`src/rtl/spg_pkg.sv`:
```
// constants shared by the shared-pin general-purpose port block
package spg_pkg;

	// ==========================================================
	// register indices (byte address is four times the index)
	localparam logic [7:0] IDX_LOCK   = 8'h00;
	localparam logic [7:0] IDX_PORT_B = 8'hF2;
	localparam logic [7:0] IDX_C_DIR  = 8'hF3;
	localparam logic [7:0] IDX_C_DATA = 8'hF4;
	localparam logic [7:0] IDX_D_DIR  = 8'hF5;
	localparam logic [7:0] IDX_D_DATA = 8'hF6;
	localparam logic [7:0] IDX_E_DIR  = 8'hF7;
	localparam logic [7:0] IDX_E_DATA = 8'hF8;
	localparam logic [7:0] IDX_F_DIR  = 8'hF9;
	localparam logic [7:0] IDX_F_DATA = 8'hFA;

	// ==========================================================
	// field positions
	localparam int LOCK_BIT     = 2;
	localparam int B_FLOAT_BIT  = 5;
	localparam int B_I2C_BIT    = 4;
	localparam int IDX_LSB      = 2;
	localparam int IDX_MSB      = 9;
	localparam int MIN_ADDR_W   = 10;
	localparam int PORTS        = 4;

	// ==========================================================
	// reset values
	localparam logic [7:0] DIR_RESET  = 8'hFF;
	localparam logic [7:0] DATA_RESET = 8'h00;
	localparam logic [5:0] B_RESET    = 6'h00;

	// ==========================================================
	// bus answers
	localparam logic [1:0] RESP_OKAY   = 2'h0;
	localparam logic [1:0] RESP_SLVERR = 2'h2;

	// ==========================================================
	// pin sharing masks for ports c and d
	localparam logic [7:0] C_PWM_SPI_MASK = 8'h9F;
	localparam logic [7:0] C_SPI_MASK     = 8'h60;
	localparam logic [7:0] D_BUS12_MASK   = 8'h33;
	localparam logic [7:0] D_BUS16_MASK   = 8'hCC;

	// ==========================================================
	// panel data line carried by each port bit, element 7 first
	localparam logic [7:0][4:0] PORT_D_LINES = {5'h12, 5'h02, 5'h11, 5'h10, 5'h09, 5'h08, 5'h01, 5'h00};
	localparam logic [7:0][4:0] PORT_E_LINES = {5'h0C, 5'h0B, 5'h0A, 5'h07, 5'h06, 5'h05, 5'h04, 5'h03};
	localparam logic [7:0][4:0] PORT_F_LINES = {5'h17, 5'h16, 5'h15, 5'h14, 5'h13, 5'h0F, 5'h0E, 5'h0D};

endpackage

```
`src/rtl/spg_gpio_top.sv`:
```
// general-purpose ports on shared pins with an axi4-lite register slave
`timescale 1ns/1ns
`default_nettype none

module spg_gpio_top #(
	parameter int ADDR_W    = 10,
	parameter bit HAS_PORT_E = 1'b1
) (
	input  wire logic              sys_clk,
	input  wire logic              srst,
	input  wire logic [ADDR_W-1:0] s_axi_awaddr,
	input  wire logic              s_axi_awvalid,
	output logic                   s_axi_awready,
	input  wire logic [31:0]       s_axi_wdata,
	input  wire logic [3:0]        s_axi_wstrb,
	input  wire logic              s_axi_wvalid,
	output logic                   s_axi_wready,
	output logic [1:0]             s_axi_bresp,
	output logic                   s_axi_bvalid,
	input  wire logic              s_axi_bready,
	input  wire logic [ADDR_W-1:0] s_axi_araddr,
	input  wire logic              s_axi_arvalid,
	output logic                   s_axi_arready,
	output logic [31:0]            s_axi_rdata,
	output logic [1:0]             s_axi_rresp,
	output logic                   s_axi_rvalid,
	input  wire logic              s_axi_rready,
	input  wire logic              host_serial_mode,
	input  wire logic              pwm_enable,
	input  wire logic              spi_master_enable,
	input  wire logic              panel_bus_16,
	input  wire logic              panel_bus_12,
	output logic                   i2c_master_data_pin_out,
	output logic                   i2c_master_data_pin_oe,
	input  wire logic              i2c_master_clock_pin_in,
	input  wire logic [3:0]        host_strobe_pins_in,
	output logic [3:0]             host_strobe_pins_out,
	output logic [3:0]             host_strobe_pins_oe,
	input  wire logic [7:0]        port_c_in,
	output logic [7:0]             port_c_out,
	output logic [7:0]             port_c_oe,
	input  wire logic [23:0]       panel_data_lines_in,
	output logic [23:0]            panel_data_lines_out,
	output logic [23:0]            panel_data_lines_oe
);

	if (ADDR_W < spg_pkg::MIN_ADDR_W) begin : g_bad
		$error("spg_gpio_top: ADDR_W too small for the register map");
	end

	// ==========================================================
	// state
	typedef struct packed {
		logic                   aw_rdy;
		logic                   aw_got;
		logic [ADDR_W-1:0]      aw_addr;
		logic                   w_rdy;
		logic                   w_got;
		logic [7:0]             wdat;
		logic                   wstb;
		logic                   bvalid;
		logic [1:0]             bresp;
		logic                   arready;
		logic                   rvalid;
		logic [31:0]            rdata;
		logic [1:0]             rresp;
		logic                   lock;
		logic [5:0]             b_ctrl;
		logic [4:0]             b_smp;
		logic                   i2c_out;
		logic                   i2c_oe;
		logic [3:0]             host_out;
		logic [3:0]             host_oe;
		logic [3:0][7:0]        dir;
		logic [3:0][7:0]        data;
	} spg_state_t;

	spg_state_t      s;
	spg_state_t      next_s;
	logic [3:0][7:0] avail;
	logic [3:0][7:0] pin_in;
	logic [3:0][7:0] pin_out;
	logic [3:0][7:0] pin_oe;
	logic [3:0][7:0] sampled;
	logic            wr_fire;
	logic [7:0]      wr_idx;
	logic [7:0]      rd_idx;

	// ==========================================================
	// address decode helpers
	function automatic logic in_range(input logic [ADDR_W-1:0] a);
		in_range = ((a >> spg_pkg::MIN_ADDR_W) == '0);
	endfunction

	function automatic logic mapped(input logic [7:0] idx);
		logic hit;
		hit = 1'b0;
		case (idx)
			spg_pkg::IDX_LOCK, spg_pkg::IDX_PORT_B,
			spg_pkg::IDX_C_DIR, spg_pkg::IDX_C_DATA,
			spg_pkg::IDX_D_DIR, spg_pkg::IDX_D_DATA,
			spg_pkg::IDX_F_DIR, spg_pkg::IDX_F_DATA: hit = 1'b1;
			spg_pkg::IDX_E_DIR, spg_pkg::IDX_E_DATA: hit = HAS_PORT_E;
			default: hit = 1'b0;
		endcase
		mapped = hit;
	endfunction

	assign wr_idx  = s.aw_addr[spg_pkg::IDX_MSB:spg_pkg::IDX_LSB];
	assign rd_idx  = s_axi_araddr[spg_pkg::IDX_MSB:spg_pkg::IDX_LSB];
	assign wr_fire = s.aw_got & s.w_got & ~s.bvalid;

	// ==========================================================
	// pin grants from the functions that share the pins
	always_comb begin
		avail[0] = ~(({8{pwm_enable | spi_master_enable}} & spg_pkg::C_PWM_SPI_MASK)
			| ({8{spi_master_enable}} & spg_pkg::C_SPI_MASK));
		avail[1] = ({8{panel_bus_16 | panel_bus_12}} & spg_pkg::D_BUS12_MASK)
			| ({8{panel_bus_16}} & spg_pkg::D_BUS16_MASK);
		avail[2] = {8{HAS_PORT_E}};
		avail[3] = 8'hFF;
	end

	// ==========================================================
	// panel line mapping of ports d, e and f
	for (genvar k = 0; k < 8; k++) begin : g_map
		assign pin_in[1][k] = panel_data_lines_in[spg_pkg::PORT_D_LINES[k]];
		assign pin_in[2][k] = panel_data_lines_in[spg_pkg::PORT_E_LINES[k]];
		assign pin_in[3][k] = panel_data_lines_in[spg_pkg::PORT_F_LINES[k]];
		assign panel_data_lines_out[spg_pkg::PORT_D_LINES[k]] = pin_out[1][k];
		assign panel_data_lines_oe[spg_pkg::PORT_D_LINES[k]]  = pin_oe[1][k];
		assign panel_data_lines_out[spg_pkg::PORT_E_LINES[k]] = pin_out[2][k];
		assign panel_data_lines_oe[spg_pkg::PORT_E_LINES[k]]  = pin_oe[2][k];
		assign panel_data_lines_out[spg_pkg::PORT_F_LINES[k]] = pin_out[3][k];
		assign panel_data_lines_oe[spg_pkg::PORT_F_LINES[k]]  = pin_oe[3][k];
	end
	assign pin_in[0] = port_c_in;

	// ==========================================================
	// one bank per port c, d, e, f
	for (genvar p = 0; p < spg_pkg::PORTS; p++) begin : g_port
		spg_pin_bank #(
			.WIDTH(8)
		) u_bank (
			.sys_clk(sys_clk),
			.srst   (srst),
			.data   (s.data[p]),
			.dir    (s.dir[p]),
			.avail  (avail[p]),
			.pin_in (pin_in[p]),
			.pin_out(pin_out[p]),
			.pin_oe (pin_oe[p]),
			.sampled(sampled[p])
		);
	end
	assign port_c_out = pin_out[0];
	assign port_c_oe  = pin_oe[0];

	// ==========================================================
	// next state: bus slave, register writes, reads and port b pins
	always_comb begin
		next_s = s;
		// write address and data are taken independently
		if (s_axi_awvalid && s.aw_rdy) begin
			next_s.aw_got  = 1'b1;
			next_s.aw_addr = s_axi_awaddr;
		end
		if (s_axi_wvalid && s.w_rdy) begin
			next_s.w_got = 1'b1;
			next_s.wdat  = s_axi_wdata[7:0];
			next_s.wstb  = s_axi_wstrb[0];
		end
		if (s.bvalid && s_axi_bready) begin
			next_s.bvalid = 1'b0;
		end
		// both halves present: perform the write and answer
		if (wr_fire) begin
			next_s.aw_got = 1'b0;
			next_s.w_got  = 1'b0;
			next_s.bvalid = 1'b1;
			next_s.bresp  = spg_pkg::RESP_SLVERR;
			if (in_range(s.aw_addr) && mapped(wr_idx)) begin
				next_s.bresp = spg_pkg::RESP_OKAY;
				if (s.wstb && wr_idx == spg_pkg::IDX_LOCK) begin
					next_s.lock = s.wdat[spg_pkg::LOCK_BIT];
				end else if (s.wstb && !s.lock) begin
					case (wr_idx)
						spg_pkg::IDX_PORT_B: next_s.b_ctrl = s.wdat[5:0];
						spg_pkg::IDX_C_DIR:  next_s.dir[0] = s.wdat;
						spg_pkg::IDX_C_DATA: next_s.data[0] = s.wdat;
						spg_pkg::IDX_D_DIR:  next_s.dir[1] = s.wdat;
						spg_pkg::IDX_D_DATA: next_s.data[1] = s.wdat;
						spg_pkg::IDX_E_DIR:  next_s.dir[2] = s.wdat;
						spg_pkg::IDX_E_DATA: next_s.data[2] = s.wdat;
						spg_pkg::IDX_F_DIR:  next_s.dir[3] = s.wdat;
						spg_pkg::IDX_F_DATA: next_s.data[3] = s.wdat;
						default:             next_s.lock = s.lock;
					endcase
				end
			end
		end
		next_s.aw_rdy = ~next_s.aw_got;
		next_s.w_rdy  = ~next_s.w_got;
		// reads answer one cycle after the address is taken
		if (s.rvalid && s_axi_rready) begin
			next_s.rvalid = 1'b0;
		end
		if (s_axi_arvalid && s.arready) begin
			next_s.rvalid = 1'b1;
			next_s.rdata  = '0;
			next_s.rresp  = spg_pkg::RESP_SLVERR;
			if (in_range(s_axi_araddr) && mapped(rd_idx)) begin
				next_s.rresp = spg_pkg::RESP_OKAY;
				case (rd_idx)
					spg_pkg::IDX_LOCK:   next_s.rdata[spg_pkg::LOCK_BIT] = s.lock;
					spg_pkg::IDX_PORT_B: next_s.rdata[5:0] = {s.b_ctrl[spg_pkg::B_FLOAT_BIT], s.b_smp};
					spg_pkg::IDX_C_DIR:  next_s.rdata[7:0] = s.dir[0];
					spg_pkg::IDX_C_DATA: next_s.rdata[7:0] = sampled[0];
					spg_pkg::IDX_D_DIR:  next_s.rdata[7:0] = s.dir[1];
					spg_pkg::IDX_D_DATA: next_s.rdata[7:0] = sampled[1];
					spg_pkg::IDX_E_DIR:  next_s.rdata[7:0] = s.dir[2];
					spg_pkg::IDX_E_DATA: next_s.rdata[7:0] = sampled[2];
					spg_pkg::IDX_F_DIR:  next_s.rdata[7:0] = s.dir[3];
					spg_pkg::IDX_F_DATA: next_s.rdata[7:0] = sampled[3];
					default:             next_s.rdata = '0;
				endcase
			end
		end
		next_s.arready = ~next_s.rvalid;
		// port b pins: i2c data driven, i2c clock read back
		next_s.b_smp    = {i2c_master_clock_pin_in, host_strobe_pins_in};
		next_s.i2c_out  = s.b_ctrl[spg_pkg::B_I2C_BIT];
		next_s.i2c_oe   = ~s.b_ctrl[spg_pkg::B_FLOAT_BIT];
		next_s.host_out = s.b_ctrl[3:0];
		next_s.host_oe  = {4{~s.b_ctrl[spg_pkg::B_FLOAT_BIT] & host_serial_mode}};
	end

	// state register
	always_ff @(posedge sys_clk) begin
		if (srst) begin
			s         <= '0;
			s.aw_rdy  <= 1'b1;
			s.w_rdy   <= 1'b1;
			s.arready <= 1'b1;
			s.b_ctrl  <= spg_pkg::B_RESET;
			s.dir     <= {spg_pkg::PORTS{spg_pkg::DIR_RESET}};
			s.data    <= {spg_pkg::PORTS{spg_pkg::DATA_RESET}};
		end else begin
			s <= next_s;
		end
	end

	// ==========================================================
	// outputs
	assign s_axi_awready           = s.aw_rdy;
	assign s_axi_wready            = s.w_rdy;
	assign s_axi_bvalid            = s.bvalid;
	assign s_axi_bresp             = s.bresp;
	assign s_axi_arready           = s.arready;
	assign s_axi_rvalid            = s.rvalid;
	assign s_axi_rdata             = s.rdata;
	assign s_axi_rresp             = s.rresp;
	assign i2c_master_data_pin_out = s.i2c_out;
	assign i2c_master_data_pin_oe  = s.i2c_oe;
	assign host_strobe_pins_out    = s.host_out;
	assign host_strobe_pins_oe     = s.host_oe;

	function automatic logic port_f_match(input logic [7:0] d);
		logic ok;
		ok = 1'b1;
		for (int k = 0; k < 8; k++) begin
			ok = ok && (panel_data_lines_out[spg_pkg::PORT_F_LINES[k]] == d[k]);
		end
		port_f_match = ok;
	endfunction
endmodule

`default_nettype wire

```
`src/rtl/spg_pin_bank.sv`:
```
// one eight-pin port: registered pin drive and input sampling
`timescale 1ns/1ns
`default_nettype none

module spg_pin_bank #(
	parameter int WIDTH = 8
) (
	input  wire logic             sys_clk,
	input  wire logic             srst,
	input  wire logic [WIDTH-1:0] data,
	input  wire logic [WIDTH-1:0] dir,
	input  wire logic [WIDTH-1:0] avail,
	input  wire logic [WIDTH-1:0] pin_in,
	output logic      [WIDTH-1:0] pin_out,
	output logic      [WIDTH-1:0] pin_oe,
	output logic      [WIDTH-1:0] sampled
);

	typedef struct packed {
		logic [WIDTH-1:0] out;
		logic [WIDTH-1:0] oe;
		logic [WIDTH-1:0] smp;
	} spg_bank_t;

	spg_bank_t        s;
	spg_bank_t        next_s;
	logic [WIDTH-1:0] next_oe;

	if (WIDTH < 1) begin : g_bad
		$error("spg_pin_bank: WIDTH must be at least 1");
	end

	// ==========================================================
	// per bit drive decision
	for (genvar i = 0; i < WIDTH; i++) begin : g_bit
		// a zero direction bit makes an output, only while the pin is granted
		assign next_oe[i] = ~dir[i] & avail[i];
	end

	// latch always follows data, so a value written as input shows on turning output
	always_comb begin
		next_s.out = data;
		next_s.oe  = next_oe;
		next_s.smp = pin_in;
	end

	// state register
	always_ff @(posedge sys_clk) begin
		if (srst) begin
			s <= '0;
		end else begin
			s <= next_s;
		end
	end

	assign pin_out = s.out;
	assign pin_oe  = s.oe;
	assign sampled = s.smp;

endmodule

`default_nettype wire

```
`config.mk`:
```
export PLATFORM = sky130hd
export DESIGN_NAME = spg_gpio_top
export DESIGN_NICKNAME = d
export VERILOG_FILES = /design/src/rtl/spg_pkg.sv /design/src/rtl/spg_gpio_top.sv /design/src/rtl/spg_pin_bank.sv
export SDC_FILE = /design/constraint.sdc
export NUM_CORES = 1
export LEC_CHECK = 0
export ABC_AREA = 1
export BUFFER_PORTS_ARGS = -buffer_cell sky130_fd_sc_hd__buf_4
export CELL_PAD_IN_SITES_DETAIL_PLACEMENT = 1
export CELL_PAD_IN_SITES_GLOBAL_PLACEMENT = 2
export CORE_ASPECT_RATIO = 0.75
export CORE_MARGIN = 10
export CORE_UTILIZATION = 27
export CTS_CLUSTER_DIAMETER = 50
export DETAILED_ROUTE_END_ITERATION = 16
export PLACE_DENSITY_LB_ADDON = 0.15
export SLEW_MARGIN = 5
export SYNTH_ARGS = -nofsm -noshare
export SYNTH_HDL_FRONTEND = slang
export SYNTH_SLANG_ARGS = --single-unit
```
`constraint.sdc`:
```
create_clock -name sys_clk -period 1.4 [get_ports sys_clk]
set_input_delay 0.14 -clock sys_clk [delete_from_list [all_inputs] [get_ports sys_clk]]
set_output_delay 0.14 -clock sys_clk [all_outputs]
set_load 0.02 [all_outputs]
```
==> reports/qor.yml, run 1 <==
floorplan:
  placementRows: 56
  die-height_microns: 173
  start_util_pct: 27.2
  dieWidth_microns: 224
  core_area_sq_mm: 0.0311
  fp.dieArea_sq_mm: 0.0389
  boundaryPins: 220
worst_setup_path:
  critPathKind: "flip-flop to flip-flop"
  crit_path_cell_trace: "nand2_2, nor2_4, buf_6, nand2_4, nand2_4, nor2_4, nand2_4, buf_4, nand4_1, nand2_1, nor2_1"
  crit_fanout: 12
  endpoint: "s[25]"
  rr_endpoint: "s[25]"
  arrival_ps: 2030
  end_kind: "flip-flop"
  startpoint_type: "flip-flop"
  worst_ep_required_time_ps: 1820
  slowest_delay_ps: 330
  r2r_start: "s[143]"
  r2r_cells: 11
  crit_path_start: "s[143]"
  critPathMostFrequentCell: "nand2_4"
  r2r_setup_slack_ps: -220
  slowest_stage: "dfxtp_2"
detailed_routing:
  vias_per_cell: 4.33
  num_vias: 7789
  antenna_left: 0
  wl_per_cell_microns: 16.8
  dr.pass1.iters: 4
  drc: 0
  drt_wl_total_mm: 30.3
  drtIter0Drc: 425
outcome:
  violations: "setup timing"
  status: "finished with violations"
sta:
  clock_skew_ps: 11.9
  slew_viol_final: 0
  rsz0062_at_grt: "yes"
  setup_violations: 72
  timing.final.crit_share_pct: 115
  worst_slack_ps: -215
  max_freq_mhz: 619
  min_period_ps: 1620
  final-hold-violation-count: 0
logic_synthesis:
  ys_warn_count: 0
  ys.flop_type: "dfxtp_1"
  netlist.area_leader.share_pct: 50.4
  ys_types: 30
  synthesis.area_sq_mm: 0.00846
  synth_common_cells: "dfxtp_1 (213), nand2_1 (183), nor2_1 (171), inv_1 (139), nand3_1 (90)"
  synth_area_leaders: "dfxtp_1 (50%), nand2_1 (8.1%), nor2_1 (7.6%)"
  synth.avg_cell_area_sq_um: 7.84
  ys_seq_area_share_pct: 50.4
  synth_area_leader_cell: "dfxtp_1"
  ys_ff_latch: 213
  synthCells: 1079
  synth_edf_count: 0
  postSynth.asyncResetShare_pct: 0
  yosysMostFrequentCell: "dfxtp_1"
grt:
  antenna_found_initial: 0
  first_global_vias: 7964
  grt.overflow.total: 0
  grt_max_degree: 101
  track_usage_pct: 15.2
  grt_pass1_wl_mm: 47.0
clocking:
  clock-sinks: 213
  cts-root-buf: "clkbuf_16"
  clkSlewWorstSetupHoldPaths_ps: 60
  htree_levels: 1
  cts_tree: "done"
  clock_path_buffers: 3
  worstSkewPairLatency_ps: 520
  cts_buffers: 25
pwr:
  powerDensity_mw_per_mm2: 1120
  cellLeakagePower_uw: 0.00591
  vdd_drop_max_mv: 0.608
  p_total_uw: 14100
flow_run:
  maxCapViolations: 0
layout:
  syn2layout_area_growth_pct: 48.7
  multiInputGateArea_sq_mm: 0.00346
  fin_nets: 1481
  insertedDiodeCount: 0
  final_core_util_pct: 40.4
  instances_no_fill: 1798
  fillerInstances: 3710
  seqCellArea_sq_mm: 0.00429
  drive_gt1_share_pct: 31.2
placement:
  dp.final_hpwl_mm: 22.0
  pre_cts_ws_ps: -213
  dp.cells: 1666
  portBuffers: 162
  gp_congestion: 0.824
worst_hold_path:
  holdPathStages: 4
  hold_class: "primary input to flip-flop"
==> worst max-delay path, delay by kind of cell (launching register included) <==
kind                   cells  cell delay (ps)
flip-flops                 1              330
AND/OR/NAND/NOR            9              800
buffers and inverters      2              370
==> cell type report <==
type | instances | area share [%]
Clock buffer | 35 | 5.67
Timing Repair Buffer | 334 | 23.4
Inverter | 149 | 4.55
Tap cell | 406 | 4.04
Multi-Input combinational cell | 653 | 27.5
Sequential cell | 213 | 34.1
Clock inverter | 8 | 0.706
==> placed cells by master, fill, tap and decap left out, types with 6 or more instances in the layout <==
master / count
a21oi_1: 38
a21oi_2: 6
buf_12: 12
buf_4: 248
buf_6: 6
clkbuf_16: 26
conb_1: 26
dfxtp_1: 203
dfxtp_2: 6
dlygate4sd3_1: 62
inv_1: 131
inv_2: 10
nand2_1: 138
nand2_2: 32
nand2_4: 22
nand3_1: 88
nand3_4: 9
nand4_1: 56
nor2_1: 164
nor2_2: 8
nor2_4: 7
nor3_1: 7
o211ai_1: 10
o211ai_2: 6
o21ai_0: 25
==> metrics by stage <==
stage | setup TNS (ps) | area [sq um] | hold WS [ps]
after floorplan | -1830 | 8600 | 217
after global placement | -8620 | 10500 | 348
after detailed placement | -11790 | 10500 | 350
after CTS | -11130 | 12300 | 26.9
after global routing | -20010 | 12600 | 64.8
final | -11830 | 12600 | 62.9
==> what timing repair did <==
item | in CTS | in global routing
endpoints found under the setup margin | 71 | 72
pin swaps | 34 | 33
gates resized for setup | 40 | 71
gates cloned | 4 | 1
hold buffers | 62 | 0
endpoints found under the hold margin | 70 | 0
setup buffers | 15 | 9
==> power breakdown <==
group / switching (uW) / leakage [uW] / internal (uW) / total [uW]
logic: 816 / 0.00378 / 657 / 1470
clock network: 2620 / 0.000393 / 3750 / 6370
registers: 87.2 / 0.00174 / 6190 / 6280
total: 3520 / 0.00591 / 10600 / 14100
==> routing by layer <==
layer	share of wire (%)	GRT usage, %
met1	49	21.8
met2	44	23.0
met3	5.0	3.36
met4	1.3	2.57
met5	0	0
==> worst min-delay path by stage <==
stage                                  from                          end  slack (ps)
floorplan                 spi_master_enable   g_port[0].u_bank.pin_oe[5]         220
global placement    panel_data_lines_in[10]  g_port[2].u_bank.sampled[5]         350
detailed placement  panel_data_lines_in[15]  g_port[3].u_bank.sampled[2]         350
CTS                              pwm_enable   g_port[0].u_bank.pin_oe[3]          30
global route                  s_axi_arvalid               s_axi_rdata[3]          60
finish                           pwm_enable   g_port[0].u_bank.pin_oe[3]          60
==> state kept, by name, summed over array words and instances, names as in the netlist, 4 cells and up <==
name and flops:
next_s 5, host_strobe_pins_out 4, s_axi_rdata 8, s 90, g_port.u_bank.pin_oe 32, g_port.u_bank.sampled 32, g_port.u_bank.pin_out 32
==> cells by family (layout without fill, tap and decap cells) <==
group,Yosys count,in the layout,synth area share [%]
AO/OA/AOI/OAI,86,86,6.05
buffers and inverters,238,526,13.5
flip-flops,213,213,50.4
other,1,26,0.0443
AND/OR/NAND/NOR,541,541,30.0
Power figures use the tool's default switching activity.
==> run 2, diff against run 1 <==
Settings changed: PLACE_DENSITY_LB_ADDON 0.15 to 0.1.
==> run 2 against run 1 <==
Against the previous run:
- largest power group unchanged
- worst hold slack got worse by 2.8 ps
- total power rose by 8.4%
- clock skew rose by 1.9 ps
- the run still ends with setup timing left
- via count fell by 0.81%
- sequential share of layout area rose by 0.082 points
- register-to-register slack improved by 20 ps
- count of clock-buffer cells in the layout fell by 2
- first-iteration DRC count fell by 23%
==> reports/qor.yml, run 2 (synthesis gave the netlist of run 1 again) <==
clocking:
  cts_tree: "done"  # unchanged
  clkSlewWorstSetupHoldPaths_ps: 60  # about the same
  htree_levels: 1  # unchanged
  clock-sinks: 213  # unchanged
  cts-root-buf: "clkbuf_16"  # unchanged
  worstSkewPairLatency_ps: 540  # was 520 ps
  cts_buffers: 27  # was 25
  clock_path_buffers: 3  # unchanged
grt:
  grt_max_degree: 125  # was 101
  grt.overflow.total: 0  # unchanged
  grtUsageMet2_pct: 22.7  # was 23.0%
  antenna_found_initial: 0  # unchanged
  gr-usage-met1_pct: 21.4  # was 21.8%
  first_global_vias: 8054  # was 7964
  track_usage_pct: 15.0  # was 15.2%
  use_met3_pct: 3.40  # was 3.36%
  grt-busiest-layer: "met2"  # unchanged
  grt_pass1_wl_mm: 46.6  # was 47.0 mm
worst_setup_path:
  crit_fanout: 8  # was 12
  r2r_start: "s[145]"  # was s[143]
  crit_buf_inv: 3  # was 2
  rr_endpoint: "s[26]"  # was s[25]
  arrival_ps: 2030  # about the same
  startpoint_type: "flip-flop"  # unchanged
  crit_family: "simple AND/OR/NAND/NOR gates"  # unchanged
  critPathKind: "flip-flop to flip-flop"  # unchanged
  slowest_stage: "dfxtp_2"  # unchanged
  worst_ep_required_time_ps: 1840  # was 1820 ps
  crit_path_cell_trace: "nand2_2, nor2_4, buf_12, nand2_4, nand2_2, nor2_4, nand2_8, buf_12, nand3_4, nand2_1, inv_1, nor2_1"  # was nand2_2, nor2_4, buf_6, nand2_4, nand2_4, nor2_4, nand2_4, buf_4, nand4_1, nand2_1, nor2_1
  end_kind: "flip-flop"  # unchanged
  r2r_cells: 12  # was 11
  r2r_setup_slack_ps: -190  # was -220 ps
  slowest_delay_ps: 330  # about the same
  crit_path_start: "s[145]"  # was s[143]
  endpoint: "s[26]"  # was s[25]
  worstSetupPathDepth: 12  # was 11
floorplan:
  die-height_microns: 173  # unchanged
  placementRows: 56  # unchanged
  start_util_pct: 27.2  # unchanged
  boundaryPins: 220  # unchanged
  fp.dieArea_sq_mm: 0.0389  # unchanged
  core_area_sq_mm: 0.0311  # unchanged
  dieWidth_microns: 224  # unchanged
pwr:
  powerDensity_mw_per_mm2: 1220  # was 1120 mW/mm^2
  cellLeakagePower_uw: 0.00590  # was 0.00591 uW
  p_total_uw: 15300  # was 14100 uW
  vdd_drop_max_mv: 0.724  # was 0.608 mV
sta:
  slew_viol_final: 0  # unchanged
  final-hold-violation-count: 0  # unchanged
  rsz0062_at_grt: "yes"  # unchanged
  max_freq_mhz: 629  # was 619 MHz
  worst_slew_pin_slew_ps: 587
  relSlewSlack_pct: 60.9
  timing.final.crit_share_pct: 114  # was 115%
  min_period_ps: 1590  # was 1620 ps
  worst_slack_ps: -191  # was -215 ps
  timing.hold.ws_ps: 60.1  # was 62.9 ps
  clock_skew_ps: 13.8  # was 11.9 ps
  setup_violations: 72  # unchanged
layout:
  multiInputGateArea_sq_mm: 0.00340  # was 0.00346 sq mm
  fin_nets: 1470  # was 1481
  largest_register: "s"  # unchanged
  final_cell_mix: "buf_4 (233), dfxtp_1 (202), nor2_1 (167)"  # was buf_4 (248), dfxtp_1 (203), nor2_1 (164)
  insertedDiodeCount: 0  # unchanged
  final_common_cell: "buf_4"  # unchanged
  final_core_util_pct: 40.3  # was 40.4%
  seqCellArea_sq_mm: 0.00428  # was 0.00429 sq mm
  drive_gt1_share_pct: 30.0  # was 31.2%
  largest_reg_flops: 90  # unchanged
  fillerInstances: 3725  # was 3710
  syn2layout_area_growth_pct: 48.2  # was 48.7%
outcome:
  status: "finished with violations"  # unchanged
  violations: "setup timing"  # unchanged
detailed_routing:
  antenna_left: 0  # unchanged
  wl_per_cell_microns: 17.0  # was 16.8 microns
  drtIter0Drc: 327  # was 425
  dr.pass1.iters: 6  # was 4
  drt_wl_total_mm: 30.3  # about the same
  drc: 0  # unchanged
  num_vias: 7726  # was 7789
  vias_per_cell: 4.32  # was 4.33
placement:
  gp_congestion: 0.797  # was 0.824
  dp.final_hpwl_mm: 21.4  # was 22.0 mm
  portBuffers: 162  # unchanged
worst_hold_path:
  hold_class: "primary input to flip-flop"  # unchanged
flow_run:
  maxCapViolations: 0  # unchanged
## run 2: changes by cell type in the layout (fill, tap and decap cells not counted), sizes merged
cell / before / now
buf: 270 / 256
bufbuf: 1 / 0
bufinv: 1 / 5
clkinv: 7 / 3
clkinvlp: 1 / 2
dlygate4sd3: 62 / 61
inv: 148 / 152
nand2: 192 / 193
## run 2: worst min path at each step
stage / start / cells after the start / endpoint
after detailed placement: spi_master_enable / 2 / g_port[0].u_bank.pin_oe[5]
after CTS: srst / 4 / s[60]
after global routing: srst / 4 / s[60]
final: srst / 4 / s[59]
after global placement: spi_master_enable / 2 / g_port[0].u_bank.pin_oe[6]
after floorplan: spi_master_enable / 1 / g_port[0].u_bank.pin_oe[5]
## run 2: layer usage
layer  up-vias  part of all wire [%]
met5         -                     0
met4         0                   1.5
met3        35                   4.9
met2       127                    44
met1      3645                    50
li1       3919                     -
## run 2: tightest hold or removal path, delay by kind of cell
| kind | cells | cell delay, ps |
|---|---|---|
| buf+inv | 3 | 340 |
| simple gates | 1 | 80 |
## run 2: area by class of cell
cell class / count / area share, %
clock buffer: 33 / 5.81
clock inverter: 13 / 1.80
inverter: 149 / 4.61
multi-input combinational: 654 / 27.1
sequential: 213 / 34.2
tap: 406 / 4.05
timing repair buffer: 320 / 22.5
## run 2: power by group
group	switching, uW	leakage [uW]	total (uW)	internal [uW]
sequential	80.7	0.00174	6270	6190
combinational	852	0.00370	1540	687
clock	2840	0.000461	7490	4650
total	3770	0.00590	15300	11500
## run 2: repair_timing
action | in CTS | in global routing
resized for setup | 38 | 52
buffers inserted | 9 | 5
hold buffers | 61 | 0
gates cloned | 3 | 5
endpoints found under the setup margin | 72 | 72
hold endpoints to repair | 68 | 0
pin swaps | 23 | 26
## run 2: through the flow
stage               area [sq um]  cells  worst slack (ps)  setup TNS [ps]
floorplan                   8600   1104             -45.6           -1830
global placement           10400   1661              -176           -9420
detailed placement         10400   1661              -219          -11940
CTS                        12300   1780              -168           -7830
global route               12500   1788              -284          -15420
finish                     12500   1788              -191           -8720
==> run 3, diff against run 2 <==
Settings changed: BUFFER_PORTS_ARGS -buffer_cell sky130_fd_sc_hd__buf_4 to -buffer_cell sky130_fd_sc_hd__buf_2.
==> run 3 against run 2 <==
Against the previous run:
- the run still ends with setup timing left
- register-to-register slack got worse by 60 ps
- total power rose by 0.55%
- largest cell class unchanged
- count of clock-buffer cells in the layout rose by 1
- critical endpoint is now s[30]
==> reports/qor.yml, run 3 (synthesis gave the netlist of run 1 again) <==
outcome:
  status: "finished with violations"  # unchanged
  violations: "setup timing"  # unchanged
grt:
  first_global_vias: 8292  # was 8054
  grt_pass1_wl_mm: 48.1  # was 46.6 mm
  grt_max_degree: 47  # was 125
  antenna_found_initial: 0  # unchanged
  grt.overflow.total: 0  # unchanged
  track_usage_pct: 15.5  # was 15.0%
pwr:
  netSwitchingPower_uw: 3800  # was 3770 uW
  intPower_uw: 11600  # was 11500 uW
  power.share.clock_pct: 49.3  # was 49.0%
  seqPwrFrac_pct: 40.7  # was 41.0%
  power_frac_comb_pct: 10.0  # was 10.1%
  powerDensity_mw_per_mm2: 1240  # was 1220 mW/mm^2
  p_sw_share_pct: 24.7  # was 24.6%
  cellLeakagePower_uw: 0.00597  # was 0.00590 uW
  p_total_uw: 15400  # was 15300 uW
  vdd_drop_max_mv: 0.730  # was 0.724 mV
layout:
  fillerInstances: 3749  # was 3725
  instances_no_fill: 1806  # was 1788
  final_core_util_pct: 40.0  # was 40.3%
  fin_nets: 1483  # was 1470
  final_cell_mix: "dfxtp_1 (203), nor2_1 (163), buf_2 (161)"  # was buf_4 (233), dfxtp_1 (202), nor2_1 (167)
  final_common_cell: "dfxtp_1"  # was buf_4
  largest_reg_flops: 90  # unchanged
  largest_register: "s"  # unchanged
  drive_gt1_share_pct: 31.2  # was 30.0%
  syn2layout_area_growth_pct: 47.1  # was 48.2%
detailed_routing:
  drtIter0Drc: 360  # was 327
  drc: 0  # unchanged
  top_layer: "met4"  # unchanged
  wl_met2_mm: 13.5  # was 13.3 mm
  wl_met1_mm: 15.1  # about the same
  num_vias: 7766  # was 7726
  antenna_left: 0  # unchanged
  met3RoutedLength_mm: 1.65  # was 1.50 mm
  wl_per_cell_microns: 17.1  # was 17.0 microns
  drt_wl_total_mm: 30.8  # was 30.3 mm
  vias_per_cell: 4.30  # was 4.32
  dr.pass1.iters: 5  # was 6
worst_setup_path:
  rr_endpoint: "s[30]"  # was s[26]
  r2r_start: "s[140]"  # was s[145]
  crit_family: "simple AND/OR/NAND/NOR gates"  # unchanged
  r2r_setup_slack_ps: -250  # was -190 ps
  end_kind: "flip-flop"  # unchanged
  r2r_cells: 13  # was 12
  crit_path_cell_trace: "inv_4, nand2_4, buf_6, inv_2, nand3_2, nand2_2, nor2_4, nand2_8, buf_12, nand3_4, nand2_1, inv_1, nor2_1"  # was nand2_2, nor2_4, buf_12, nand2_4, nand2_2, nor2_4, nand2_8, buf_12, nand3_4, nand2_1, inv_1, nor2_1
  slowest_delay_ps: 370  # was 330 ps
  critPathKind: "flip-flop to flip-flop"  # unchanged
  crit_fanout: 8  # unchanged
  crit_buf_inv: 5  # was 3
  slowest_stage: "dfxtp_4"  # was dfxtp_2
  arrival_ps: 2100  # was 2030 ps
  worst_ep_required_time_ps: 1850  # was 1840 ps
  startpoint_type: "flip-flop"  # unchanged
placement:
  dp.final_hpwl_mm: 22.0  # was 21.4 mm
  gp_congestion: 0.795  # was 0.797
  dp.cells: 1667  # was 1661
  portBuffers: 162  # unchanged
clocking:
  cts_tree: "done"  # unchanged
  cts-root-buf: "clkbuf_16"  # unchanged
  clkSlewWorstSetupHoldPaths_ps: 60  # about the same
  cts_buffers: 27  # unchanged
  clock_path_buffers: 3  # unchanged
  clock-sinks: 213  # unchanged
  htree_levels: 1  # unchanged
  worstSkewPairLatency_ps: 550  # was 540 ps
floorplan:
  dieWidth_microns: 224  # unchanged
  fp.dieArea_sq_mm: 0.0389  # unchanged
  boundaryPins: 220  # unchanged
  start_util_pct: 27.2  # unchanged
  placementRows: 56  # unchanged
  die-height_microns: 173  # unchanged
  core_area_sq_mm: 0.0311  # unchanged
flow_run:
  maxCapViolations: 0  # unchanged
worst_hold_path:
  hold_path_end: "g_port[3].u_bank.pin_oe[0]"  # was s[59]
  hold_class: "primary input to flip-flop"  # unchanged
  hold_start: "srst"  # unchanged
  holdPathStages: 3  # was 4
sta:
  slew_viol_final: 0  # unchanged
  timing.hold.ws_ps: 36.5  # was 60.1 ps
  rsz0062_at_grt: "yes"  # unchanged
  worst_slack_ps: -252  # was -191 ps
  clock_skew_ps: 8.75  # was 13.8 ps
  timing.final.crit_share_pct: 118  # was 114%
  max_freq_mhz: 605  # was 629 MHz
  min_period_ps: 1650  # was 1590 ps
  setup_violations: 72  # unchanged
  final-hold-violation-count: 0  # unchanged
-- run 3: cell count changes in the layout (fill, tap and decap cells not counted), moves of 5 or more --
cell	change
buf_6	+9
nor2_2	+5
buf_2	+160
nand2_2	-5
nand2_4	+5
buf_4	-164
inv_1	-5
buf_16	+5
-- run 3: cell type report --
class | instances | area, sq um | share of cell area, %
clock buffers | 34 | 742 | 5.96
inverters | 149 | 579 | 4.66
clock inverters | 16 | 239 | 1.92
flip-flops and latches | 213 | 4290 | 34.4
multi-input cells | 654 | 3400 | 27.3
repair buffers | 333 | 2690 | 21.6
diodes | 1 | 2.50 | 0.0201
well taps | 406 | 508 | 4.08
-- run 3: metal layers --
layer | global-route usage [%] | vias up
met5 | 0 | -
met4 | 3.96 | 0
met3 | 3.50 | 44
met2 | 23.6 | 154
met1 | 21.7 | 3611
li1 | - | 3957
-- run 3: how the worst max path moves through the flow --
stage               startpoint  endpoint  slack [ps]  cells past startpoint
global placement        s[141]     s[85]        -160                     12
floorplan               s[140]     s[23]         -50                     12
global route            s[141]     s[38]        -340                     10
CTS                     s[142]     s[30]        -230                     11
finish                  s[140]     s[30]        -250                     13
detailed placement      s[145]     s[85]        -270                     11
-- run 3: stage by stage --
step                worst slack [ps]  setup TNS [ps]  cell area [sq um]
floorplan                      -45.6           -1830               8600
global placement                -160           -8380              10100
detailed placement              -267          -12830              10100
CTS                             -234          -10880              12200
global route                    -344          -20040              12400
finish                          -252          -13650              12400
-- run 3: power by group through the flow --
stage	logic (uW)	registers [uW]	clock network [uW]
2_1_floorplan	708	6400	0
3_3_place_gp	1170	6400	0
3_5_place_dp	1180	6400	0
4_1_cts	1510	6270	7810
5_1_grt	1670	6280	8050
6_report	1540	6270	7580
-- run 3: tightest hold or removal path, stage by stage --
cell,delay (ps)
buf_4,140
buf_4,200
nor2_1,50
-- run 3: what timing repair did --
action                                  in CTS  in global routing
cloned                                       8                  1
pin swaps                                   38                 45
setup buffers                               14                  4
hold buffers                                61                  0
endpoints found under the setup margin      72                 72
resized for setup                           49                 64
endpoints found under the hold margin       68                  0
